**src/logic/lcd_regs_defs.svh**
```systemverilog
// Register indices, field positions, reset values and timing figures
`ifndef LCD_REGS_DEFS_SVH
`define LCD_REGS_DEFS_SVH

// ---------------------------------------------------------------
// Register indices (byte address is four times the index)
// ---------------------------------------------------------------
`define IDX_PANEL_CFG   17'h1FFE1
`define IDX_CLK_CFG     17'h1FFE2
`define IDX_HSIZE       17'h1FFE4
`define IDX_VSIZE_LO    17'h1FFE5
`define IDX_VSIZE_HI    17'h1FFE6
`define IDX_HBLANK      17'h1FFE8
`define IDX_VBLANK      17'h1FFEA
`define IDX_FRAME_0     17'h1FFED
`define IDX_FRAME_1     17'h1FFEE
`define IDX_FRAME_2     17'h1FFEF
`define IDX_GP_DIR      17'h1FFF8
`define IDX_GP_LEVEL    17'h1FFF9
`define IDX_SCRATCH     17'h1FFFA
`define IDX_ROT_MODE    17'h1FFFB
`define IDX_STRIDE      17'h1FFFC
`define IDX_TEST_A      17'h1FFFE
`define IDX_TEST_B      17'h1FFFF

// ---------------------------------------------------------------
// Field positions and writable masks
// ---------------------------------------------------------------
`define ROT_EN_BIT      7
`define ROT_ALT_BIT     6
`define ROT_CLK_LSB     0
`define ROT_MODE_MASK   8'hC3
`define CLK_IN_DIV_BIT  4
`define CLK_MEM_DIV_BIT 5
`define CLK_CFG_MASK    8'h30
`define PANEL_DUAL_BIT  0
`define PANEL_AM_BIT    1
`define PANEL_CFG_MASK  8'h03
`define HSIZE_MASK      8'h7F
`define HBLANK_MASK     8'h1F
`define VSIZE_HI_MASK   8'h03
`define VBLANK_MASK     8'h3F
`define GP_MASK         8'h1F
`define GP_COUNT        5
`define UPPER_PINS      4

// ---------------------------------------------------------------
// Reset values
// ---------------------------------------------------------------
`define RST_BYTE        8'h00

// ---------------------------------------------------------------
// Frame timing arithmetic
// ---------------------------------------------------------------
`define HDP_UNIT        8
`define HORIZ_BLANK_PERIOD_OFFSET     4
`define STRIDE_ZERO     9'h100

`endif

```
**src/logic/lcd_regs_pkg.sv**
```systemverilog
// Types shared by the register bank and its helpers
package lcd_regs_pkg;

  typedef enum logic [1:0] {
    MODE_LAND = 2'b00,
    MODE_DEF  = 2'b01,
    MODE_ALT  = 2'b11
  } rot_mode_t;

  typedef logic [1:0] div_sel_t;
  typedef logic [7:0] reg_byte_t;

endpackage

```
**src/logic/clk_en_gen.sv**
```systemverilog
// Pixel and memory clock enables divided from the system clock
`timescale 1ns/100ps
module clk_en_gen
  import lcd_regs_pkg::*;
(
  // Clock and reset
  input  wire logic     clk,
  input  wire logic     reset,
  // Divider settings
  input  wire logic     in_half,
  input  wire div_sel_t pclk_sel,
  input  wire div_sel_t mclk_sel,
  // Enable pulses
  output logic          pclk_en,
  output logic          mclk_en
);

  logic       half_r;
  logic [2:0] cnt_r;
  logic       base_en;
  div_sel_t   sel [2];
  logic [1:0] en_r;

  // Base rate is every cycle or every other cycle
  assign base_en = ~in_half | half_r;
  assign sel[0]  = pclk_sel;
  assign sel[1]  = mclk_sel;

  always_ff @(posedge clk or posedge reset) begin
    if (reset) begin
      half_r <= 1'b0;
      cnt_r  <= 3'h0;
    end else begin
      half_r <= ~half_r;
      if (base_en) begin
        cnt_r <= cnt_r + 3'h1;
      end
    end
  end

  // One shared counter keeps both enables phase aligned
  genvar i;
  generate
    for (i = 0; i < 2; i = i + 1) begin : g_en
      logic [2:0] mask;
      assign mask = 3'((4'h1 << sel[i]) - 4'h1);
      always_ff @(posedge clk or posedge reset) begin
        if (reset) begin
          en_r[i] <= 1'b0;
        end else begin
          en_r[i] <= base_en & ((cnt_r & mask) == mask);
        end
      end
    end
  endgenerate

  assign pclk_en = en_r[0];
  assign mclk_en = en_r[1];

endmodule

```
**src/logic/frame_len_calc.sv**
```systemverilog
// Pixel clocks per frame from the display and blanking fields
`timescale 1ns/100ps
`include "lcd_regs_defs.svh"
module frame_len_calc
  import lcd_regs_pkg::*;
(
  // Clock and reset
  input  wire logic        clk,
  input  wire logic        reset,
  // Timing fields
  input  wire logic [6:0]  hsize,
  input  wire logic [4:0]  hblank,
  input  wire logic [9:0]  vsize,
  input  wire logic [5:0]  vblank,
  input  wire logic        dual,
  // Result
  output logic      [21:0] frame_pclks
);

  logic [10:0] horiz_display_period;
  logic [10:0] horiz_blank_period;
  logic [10:0] htot;
  logic [10:0] vert_display_period;
  logic [10:0] vlines;
  logic [21:0] prod;

  assign horiz_display_period    = 11'((hsize + 11'd1) * `HDP_UNIT);
  assign horiz_blank_period   = 11'((hblank + 11'd`HORIZ_BLANK_PERIOD_OFFSET) * `HDP_UNIT);
  assign htot   = horiz_display_period + horiz_blank_period;
  assign vert_display_period    = 11'(vsize) + 11'd1;
  // blank lines unchanged, dual halves display
  assign vlines = dual ? (11'(vert_display_period[10:1]) + 11'(vblank))
                       : (vert_display_period + 11'(vblank));
  assign prod   = 22'(htot) * 22'(vlines);

  always_ff @(posedge clk or posedge reset) begin
    if (reset) begin
      frame_pclks <= 22'h0;
    end else begin
      frame_pclks <= dual ? {prod[20:0], 1'b0} : prod;
    end
  end

endmodule

```
**src/logic/lcd_cfg_regs.sv**
```systemverilog
// Display controller configuration registers over classic Wishbone
//
// Overview of operation
// - Direction bit 0 input, 1 output
// - Input pin level reads back
// - Output pin drives written level
// - Panel data function overrides pin bits 0 to 3
// - Scratch byte stored, affects nothing
// - Bit 7 enables rotated display
// - Bit 6 picks default or alternate
// - Landscape pixel clock base, memory separate
// - Default rotated divides both equally
// - Alternate rotated memory twice pixel
// - Input divide bit halves base
// - Stride zero means 256 bytes
// - Nonzero stride used as is
// - Display width (field+1) times 8
// - Blank width (field+4) times 8
// - Display lines ten-bit value plus one
// - Blank lines equal field value
// - Single panel frame is product
// - Dual panel frame uses half lines
`timescale 1ns/100ps
`include "lcd_regs_defs.svh"
module lcd_cfg_regs
  import lcd_regs_pkg::*;
(
  // Clock and reset
  input  wire logic                    clk,
  input  wire logic                    reset,
  // Wishbone slave
  input  wire logic                    cyc_i,
  input  wire logic                    stb_i,
  input  wire logic                    we_i,
  input  wire logic [31:0]             adr_i,
  input  wire logic [3:0]              sel_i,
  input  wire logic [31:0]             dat_i,
  output logic      [31:0]             dat_o,
  output logic                         ack_o,
  // General-purpose pins
  input  wire logic [`GP_COUNT-1:0]    gp_in,
  output logic      [`GP_COUNT-1:0]    gp_out,
  output logic      [`GP_COUNT-1:0]    gp_oe_n,
  // Upper panel data from the display pipeline
  input  wire logic [`UPPER_PINS-1:0]  upper_panel_data_pins,
  // Display engine controls
  output logic                         rotate_en,
  output logic                         rotate_alt,
  output logic      [8:0]              line_stride,
  output logic                         active_matrix_panel,
  output logic                         dual_panel,
  output logic                         pclk_en,
  output logic                         mclk_en,
  output logic      [21:0]             frame_pclks
);

  // ---------------------------------------------------------------
  // Register storage
  // ---------------------------------------------------------------
  reg_byte_t panel_cfg_r;
  reg_byte_t clk_cfg_r;
  reg_byte_t hsize_r;
  reg_byte_t vsize_lo_r;
  reg_byte_t vsize_hi_r;
  reg_byte_t hblank_r;
  reg_byte_t vblank_r;
  reg_byte_t gp_dir_r;
  reg_byte_t gp_level_r;
  reg_byte_t scratch_r;
  reg_byte_t rot_mode_r;
  reg_byte_t stride_r;

  logic [`GP_COUNT-1:0] gp_in_r;
  logic [`GP_COUNT-1:0] gp_out_r;
  logic [`GP_COUNT-1:0] gp_oe_n_r;
  logic                 ack_r;
  logic [31:0]          dat_r;
  logic                 rotate_en_r;
  logic                 rotate_alt_r;
  logic [8:0]           line_stride_r;

  // ---------------------------------------------------------------
  // Bus decode
  // ---------------------------------------------------------------
  logic      req;
  logic      wr_now;
  logic      in_range;
  logic [16:0] idx;
  reg_byte_t wdat;
  reg_byte_t rd_byte;
  reg_byte_t gp_read;
  logic [21:0] frame_w;

  assign req      = cyc_i & stb_i;
  // Register changes at the edge where the master sees ack
  assign wr_now   = req & ack_r & we_i & sel_i[0];
  assign in_range = (adr_i[31:19] == 13'h0) & (adr_i[1:0] == 2'h0);
  assign idx      = adr_i[18:2];
  assign wdat     = dat_i[7:0];

  logic wr_panel;
  logic wr_clk;
  logic wr_hsize;
  logic wr_vlo;
  logic wr_vhi;
  logic wr_hblank;
  logic wr_vblank;
  logic wr_gp_dir;
  logic wr_gp_lvl;
  logic wr_scratch;
  logic wr_rot;
  logic wr_stride;

  assign wr_panel   = wr_now & in_range & (idx == `IDX_PANEL_CFG);
  assign wr_clk     = wr_now & in_range & (idx == `IDX_CLK_CFG);
  assign wr_hsize   = wr_now & in_range & (idx == `IDX_HSIZE);
  assign wr_vlo     = wr_now & in_range & (idx == `IDX_VSIZE_LO);
  assign wr_vhi     = wr_now & in_range & (idx == `IDX_VSIZE_HI);
  assign wr_hblank  = wr_now & in_range & (idx == `IDX_HBLANK);
  assign wr_vblank  = wr_now & in_range & (idx == `IDX_VBLANK);
  assign wr_gp_dir  = wr_now & in_range & (idx == `IDX_GP_DIR);
  assign wr_gp_lvl  = wr_now & in_range & (idx == `IDX_GP_LEVEL);
  assign wr_scratch = wr_now & in_range & (idx == `IDX_SCRATCH);
  assign wr_rot     = wr_now & in_range & (idx == `IDX_ROT_MODE);
  assign wr_stride  = wr_now & in_range & (idx == `IDX_STRIDE);

  // ---------------------------------------------------------------
  // Register writes
  // ---------------------------------------------------------------
  // masks drop writes to unused positions
  always_ff @(posedge clk or posedge reset) begin
    if (reset) begin
      panel_cfg_r <= `RST_BYTE;
      clk_cfg_r   <= `RST_BYTE;
      hsize_r     <= `RST_BYTE;
      vsize_lo_r  <= `RST_BYTE;
      vsize_hi_r  <= `RST_BYTE;
      hblank_r    <= `RST_BYTE;
      vblank_r    <= `RST_BYTE;
    end else begin
      if (wr_panel)  panel_cfg_r <= wdat & `PANEL_CFG_MASK;
      if (wr_clk)    clk_cfg_r   <= wdat & `CLK_CFG_MASK;
      if (wr_hsize)  hsize_r     <= wdat & `HSIZE_MASK;
      if (wr_vlo)    vsize_lo_r  <= wdat;
      if (wr_vhi)    vsize_hi_r  <= wdat & `VSIZE_HI_MASK;
      if (wr_hblank) hblank_r    <= wdat & `HBLANK_MASK;
      if (wr_vblank) vblank_r    <= wdat & `VBLANK_MASK;
    end
  end

  // Reserved bits 2 to 5 are dropped, so a careless write cannot leak into
  // the mode decode.
  always_ff @(posedge clk or posedge reset) begin
    if (reset) begin
      gp_dir_r   <= `RST_BYTE;
      gp_level_r <= `RST_BYTE;
      scratch_r  <= `RST_BYTE;
      rot_mode_r <= `RST_BYTE;
      stride_r   <= `RST_BYTE;
    end else begin
      if (wr_gp_dir)  gp_dir_r   <= wdat & `GP_MASK;
      if (wr_gp_lvl)  gp_level_r <= wdat & `GP_MASK;
      if (wr_scratch) scratch_r  <= wdat;
      if (wr_rot)     rot_mode_r <= wdat & `ROT_MODE_MASK;
      if (wr_stride)  stride_r   <= wdat;
    end
  end

  // ---------------------------------------------------------------
  // Rotation mode and clock selection
  // ---------------------------------------------------------------
  rot_mode_t mode;
  div_sel_t  clk_code;
  div_sel_t  pclk_sel;
  div_sel_t  mclk_sel;

  assign mode = !rot_mode_r[`ROT_EN_BIT] ? MODE_LAND :
                rot_mode_r[`ROT_ALT_BIT] ? MODE_ALT  : MODE_DEF;
  assign clk_code = rot_mode_r[`ROT_CLK_LSB +: 2];

  always_comb begin
    pclk_sel = 2'h0;
    mclk_sel = 2'h0;
    unique case (mode)
      MODE_LAND: begin
        // code ignored, memory follows own bit
        pclk_sel = 2'h0;
        mclk_sel = {1'b0, clk_cfg_r[`CLK_MEM_DIV_BIT]};
      end
      MODE_DEF: begin
        pclk_sel = clk_code;
        mclk_sel = clk_code;
      end
      MODE_ALT: begin
        // memory at twice the pixel rate
        pclk_sel = (clk_code == 2'h0) ? 2'h1 : clk_code;
        mclk_sel = (clk_code == 2'h0) ? 2'h0 : clk_code - 2'h1;
      end
      default: begin
        pclk_sel = 2'h0;
        mclk_sel = 2'h0;
      end
    endcase
  end

  // input divide bit halves base rate
  clk_en_gen u_clk_en (
    .clk      (clk),
    .reset    (reset),
    .in_half  (clk_cfg_r[`CLK_IN_DIV_BIT]),
    .pclk_sel (pclk_sel),
    .mclk_sel (mclk_sel),
    .pclk_en  (pclk_en),
    .mclk_en  (mclk_en)
  );

  // ---------------------------------------------------------------
  // Frame length
  // ---------------------------------------------------------------
  frame_len_calc u_frame (
    .clk         (clk),
    .reset       (reset),
    .hsize       (hsize_r[6:0]),
    .hblank      (hblank_r[4:0]),
    .vsize       ({vsize_hi_r[1:0], vsize_lo_r}),
    .vblank      (vblank_r[5:0]),
    .dual        (panel_cfg_r[`PANEL_DUAL_BIT]),
    .frame_pclks (frame_w)
  );

  assign frame_pclks = frame_w;

  // ---------------------------------------------------------------
  // General-purpose pins
  // ---------------------------------------------------------------
  logic am;
  assign am = panel_cfg_r[`PANEL_AM_BIT];

  genvar g;
  generate
    for (g = 0; g < `GP_COUNT; g = g + 1) begin : g_pin
      logic owned;
      // Only the low pins carry panel data
      assign owned = am & (g < `UPPER_PINS);
      // input pins read back their level
      assign gp_read[g] = owned        ? gp_in_r[g] :
                          gp_dir_r[g]  ? gp_level_r[g] : gp_in_r[g];
      always_ff @(posedge clk or posedge reset) begin
        if (reset) begin
          gp_out_r[g]  <= 1'b0;
          gp_oe_n_r[g] <= 1'b1;
        end else if (owned) begin
          // panel data overrides direction and level
          gp_out_r[g]  <= upper_panel_data_pins[g % `UPPER_PINS];
          gp_oe_n_r[g] <= 1'b0;
        end else begin
          gp_out_r[g]  <= gp_level_r[g];
          gp_oe_n_r[g] <= ~gp_dir_r[g];
        end
      end
    end
  endgenerate

  assign gp_read[7:`GP_COUNT] = '0;

  always_ff @(posedge clk or posedge reset) begin
    if (reset) begin
      gp_in_r <= '0;
    end else begin
      gp_in_r <= gp_in;
    end
  end

  // ---------------------------------------------------------------
  // Engine control outputs
  // ---------------------------------------------------------------
  always_ff @(posedge clk or posedge reset) begin
    if (reset) begin
      rotate_en_r   <= 1'b0;
      rotate_alt_r  <= 1'b0;
      line_stride_r <= `STRIDE_ZERO;
    end else begin
      rotate_en_r   <= (mode != MODE_LAND);
      rotate_alt_r  <= (mode == MODE_ALT);
      // zero codes the full 256-byte stride
      line_stride_r <= (stride_r == 8'h00) ? `STRIDE_ZERO
                                           : {1'b0, stride_r};
    end
  end

  assign rotate_en           = rotate_en_r;
  assign rotate_alt          = rotate_alt_r;
  assign line_stride         = line_stride_r;
  assign active_matrix_panel = panel_cfg_r[`PANEL_AM_BIT];
  assign dual_panel          = panel_cfg_r[`PANEL_DUAL_BIT];
  assign gp_out              = gp_out_r;
  assign gp_oe_n             = gp_oe_n_r;

  // ---------------------------------------------------------------
  // Read multiplexer
  // ---------------------------------------------------------------
  // test registers drop writes and read zero, so a stray
  // access cannot reach factory logic.
  always_comb begin
    rd_byte = 8'h00;
    if (in_range) begin
      unique case (idx)
        `IDX_PANEL_CFG: rd_byte = panel_cfg_r;
        `IDX_CLK_CFG:   rd_byte = clk_cfg_r;
        `IDX_HSIZE:     rd_byte = hsize_r;
        `IDX_VSIZE_LO:  rd_byte = vsize_lo_r;
        `IDX_VSIZE_HI:  rd_byte = vsize_hi_r;
        `IDX_HBLANK:    rd_byte = hblank_r;
        `IDX_VBLANK:    rd_byte = vblank_r;
        `IDX_FRAME_0:   rd_byte = frame_w[7:0];
        `IDX_FRAME_1:   rd_byte = frame_w[15:8];
        `IDX_FRAME_2:   rd_byte = {2'h0, frame_w[21:16]};
        `IDX_GP_DIR:    rd_byte = gp_dir_r;
        `IDX_GP_LEVEL:  rd_byte = gp_read;
        `IDX_SCRATCH:   rd_byte = scratch_r;
        `IDX_ROT_MODE:  rd_byte = rot_mode_r;
        `IDX_STRIDE:    rd_byte = stride_r;
        default:        rd_byte = 8'h00;
      endcase
    end
  end

  // ---------------------------------------------------------------
  // Bus handshake
  // ---------------------------------------------------------------
  // Every access, mapped or not, answers one cycle after it appears;
  // unmapped reads return zero.
  always_ff @(posedge clk or posedge reset) begin
    if (reset) begin
      ack_r <= 1'b0;
      dat_r <= 32'h0;
    end else begin
      ack_r <= req & ~ack_r;
      dat_r <= {24'h0, rd_byte};
    end
  end

  assign ack_o = ack_r;
  assign dat_o = dat_r;

endmodule

```
**config.mk**
```make
export PLATFORM = sky130hd
export DESIGN_NAME = lcd_cfg_regs
export DESIGN_NICKNAME = d
export VERILOG_FILES = /design/src/logic/lcd_regs_pkg.sv /design/src/logic/clk_en_gen.sv /design/src/logic/frame_len_calc.sv /design/src/logic/lcd_cfg_regs.sv
export VERILOG_INCLUDE_DIRS = /design/src /design/src/logic
export SDC_FILE = /design/constraint.sdc
export NUM_CORES = 1
export LEC_CHECK = 0
export BUFFER_PORTS_ARGS = -buffer_cell sky130_fd_sc_hd__buf_2
export CAP_MARGIN = 20
export CORE_ASPECT_RATIO = 0.75
export CORE_MARGIN = 2
export CORE_UTILIZATION = 40
export DETAILED_ROUTE_END_ITERATION = 8
export PLACE_DENSITY_LB_ADDON = 0.12
export SLEW_MARGIN = 15
export SYNTH_ARGS = -nofsm -noshare
export SYNTH_HDL_FRONTEND = slang
export SYNTH_HIERARCHICAL = 1
export SYNTH_SLANG_ARGS = --single-unit
```
**constraint.sdc**
```tcl
create_clock -name clk -period 14.71 [get_ports clk]
set_clock_uncertainty 0.15 [all_clocks]
set_input_delay 0.7355 -clock clk [delete_from_list [all_inputs] [get_ports clk]]
set_output_delay 0.7355 -clock clk [all_outputs]
set_load 0.01 [all_outputs]
```
==> impl_results.md <==
- Min Tclk post-route: between 8 and 9 ns
- Power, Total: 0.849 mW
- Port Buf Inserts: approximately 110
- Maximum Capacitance Violations: 0
- DP HPWL: 22.5 mm
- CP peak stage delay: 0.86 ns
- Iter 0 DRT Violations: 704
- Via-to-Cell Ratio: 5.46
- Slew Viols, Final: 0
- FF+latch count, synth: 122
- Via count: 8098
- Post_cts resized: 0
- Final core occ: 46.1%
- Setup violators final: 0
- CP max-delay cell: clkinv_1
- Syn Inst Count: 1053
- Leak: 5.74 nW
- Initial antenna violation count: 0
- Final WL: 28.9 mm
- Core area: 0.0249 mm^2
- TritonCTS Sinks: 122
- DR WL/cell: about 20 um
- CTS clk-pin slew, worst paths: 0.05 ns
- VDD IR-drop max: 0.0815 mV
- Antenna Cells: 0
- I/O Pins: 162
- Mapped Area: 0.0101 mm^2
- Final hold viol count: 0
- Distinct cells, synth: 85
- Ys async rst share: 100%
- PD cells: between 70 and 80 mW/mm^2
- Worst path top cell family by delay: adder cells
- Sequential-to-total area share from yosys stat: between 30% and 40%
- Dpl cell area: between 0.01 and 0.015 mm^2
- Clock Path Buffers: 2
- Setup Slack @ Placement: 6.08 ns
- Post-route DRC: 0
- Clock Latency Late Sink: 0.42 ns
- Maximum fanout along the worst path: 48
- Setup TNS: 0 ns
- Clk root buf: clkbuf_16
- Area delta synth->final: 13.3%
- Synth Flop Type: dfrtp_1
- Startpoint types: flip-flop
- Routed Antenna Nets: 0
- Hold Crit Class: in2async
- Most Frequent Cell on Critical Path: fa_1
- Number of buffers and inverters on the critical path: 6
- Non-filler cells, final: 1482
- RSZ-0062 raised after global routing: no
- Min Hold Slack: 0.122 ns
- Critical path class: reg2reg
- H-tree Lvls: 4
- Post-synthesis area per instance: 9.63 um^2
- CTS tree: yes
- Routability Congestion: around 0.9
- Post-CTS setup buffer count: 0
- Die area: 0.0266 mm^2
- Number of global-route vias before repair: approximately 7600
- CTS Buf Count: 17
- Die height: about 140 um
- Largest net degree at the start of global routing: 56
- Width of the die: about 190 um
- Footprint of the multi-input gates: 0.00635 mm^2
- Final worst slack: 6.00 ns
- WP data required: 14.84 ns
- Final instance area: approximately 0.011 mm^2
- Worst setup EP type: flip-flop
- Arrival time at the worst endpoint: 8.83 ns
- Site Rows: 50
- Initial core utilization: 40.7%
- Yosys warns: 6
- Nets: 1342
- Slew @ Worst Pin: 0.930 ns
- First-pass GRT wire length: 45.9 mm
- Status: finished, final reports clean
- Seq. cell area: 0.00306 mm^2
- Share of cells above drive strength 1: 22.4%
- TritonRoute pass-1 iters: 6
- Fillcell total: 2439
- EDFF count, synth: 0
- Overflow after GRT: 0
- Final Cycle Share: 59.2%
- Highest Clock Rate: about 110 MHz
- Gr usage total: between 20% and 30%
- Worst slew margin: 37.8%
- # hold bufs at CTS: 0
- Placed Cells: roughly 1500
registers in the layout, summed over array words and instances (netlist names), 3 cells and up:
register             flops
gp_out                   5
line_stride              9
u_clk_en/cnt_r           3
gp_oe_n                  5
gp_level_r               5
gp_in_r                  5
hblank_r                 5
stride_r                 8
gp_dir_r                 5
vsize_lo_r               8
rot_mode_r               4
vblank_r                 6
scratch_r                8
dat_o                    8
u_frame/frame_pclks     19
hsize_r                  7
cell type report:
type / count / area share (%)
repair buffers: 114 / 5.12
well taps: 338 / 3.68
inverters: 100 / 3.29
multi-input cells: 776 / 55.3
clock buffers: 22 / 4.30
flip-flops and latches: 122 / 26.6
clock inverters: 10 / 1.62
cells in the mapped netlist (5+ instances only):
| library cell | count | share of area, % |
|---|---|---|
| a22oi_1 | 9 | 0.67 |
| dfstp_2 | 6 | 1.6 |
| nor3b_1 | 7 | 0.52 |
| and2_1 | 10 | 0.62 |
| and3_1 | 9 | 0.56 |
| buf_4 | 28 | 2.1 |
| nor2b_1 | 11 | 0.68 |
| or2_2 | 5 | 0.31 |
| a22o_1 | 6 | 0.52 |
| a21o_1 | 12 | 0.89 |
| xnor2_1 | 19 | 1.6 |
| a21oi_1 | 49 | 2.4 |
| xor2_1 | 13 | 1.1 |
| ha_1 | 74 | 9.1 |
| dfrtp_1 | 116 | 29 |
| inv_1 | 99 | 3.7 |
| nand2b_1 | 20 | 1.2 |
| nand4_1 | 11 | 0.68 |
| nand2_1 | 66 | 2.4 |
| nand3_1 | 30 | 1.5 |
| mux2_2 | 67 | 7.4 |
| mux2i_1 | 13 | 1.3 |
| nor2_1 | 64 | 2.4 |
| clkbuf_1 | 41 | 1.5 |
| or3_1 | 9 | 0.56 |
| and4_1 | 5 | 0.43 |
| mux2_4 | 6 | 0.89 |
| nor4_1 | 8 | 0.49 |
| nor3_1 | 46 | 2.3 |
| o21ai_0 | 27 | 1.3 |
| a31oi_1 | 7 | 0.43 |
| fa_1 | 55 | 11 |
placed cells by master (no fill, tap or decap), types with 6 or more instances in the layout:
cell type	count
mux2i_1	13
ha_1	74
inv_1	98
a22o_1	6
fa_1	55
mux2_2	67
buf_4	7
nor2_1	64
nor3b_1	7
a22oi_1	9
nand2b_1	20
dfrtp_1	116
xnor2_1	19
or3_1	9
conb_1	27
nor4_1	8
and2_1	10
clkbuf_16	17
dfstp_2	6
nor3_1	46
o21ai_0	27
and3_1	9
a21oi_1	49
nor2b_1	11
mux2_4	6
nand2_1	66
nand4_1	11
xor2_1	13
buf_2	107
nand3_1	30
a31oi_1	7
a21o_1	12
layer usage:
metal	global-route usage, %	up-vias	part of all wire, %
li1	-	3783	-
met1	38.0	4029	55
met2	29.1	257	38
met3	3.83	29	5.9
met4	3.81	0	1.0
met5	0	-	0
logic make-up (layout without fill, tap and decap cells):
family	after synthesis	after routing	synth area share, %
AOI/OAI and AO/OA	174	174	12.0
xor gates and xnor gates	32	32	2.76
adders and majority gates	129	129	20.0
buffers and inverters	180	246	8.06
DFF	122	122	30.2
muxes	86	86	9.61
other	2	27	0.0741
and+or+nand+nor	328	328	17.3
power breakdown:
group / internal, mW / switching, mW
Clock: 0.323 / 0.152
Sequential: 0.337 / 0.000315
Combinational: 0.00950 / 0.0273
Total: 0.669 / 0.180
worst paths after layout:
check	from	to	slack, ns	cells past startpoint
worst min register to register	gp_level_r[4]	gp_out[4]	0.26	0
min in group clk	gp_level_r[4]	gp_out[4]	0.26	0
worst max register to register	panel_cfg_r[0]	u_frame/frame_pclks[19]	6.00	26
max in group asynchronous	reset	scratch_r[3]	13.04	3
worst max-delay path	panel_cfg_r[0]	u_frame/frame_pclks[19]	6.00	26
worst min-delay path	reset	u_clk_en/cnt_r[0]	0.12	2
Power figures use the tool's default switching activity.
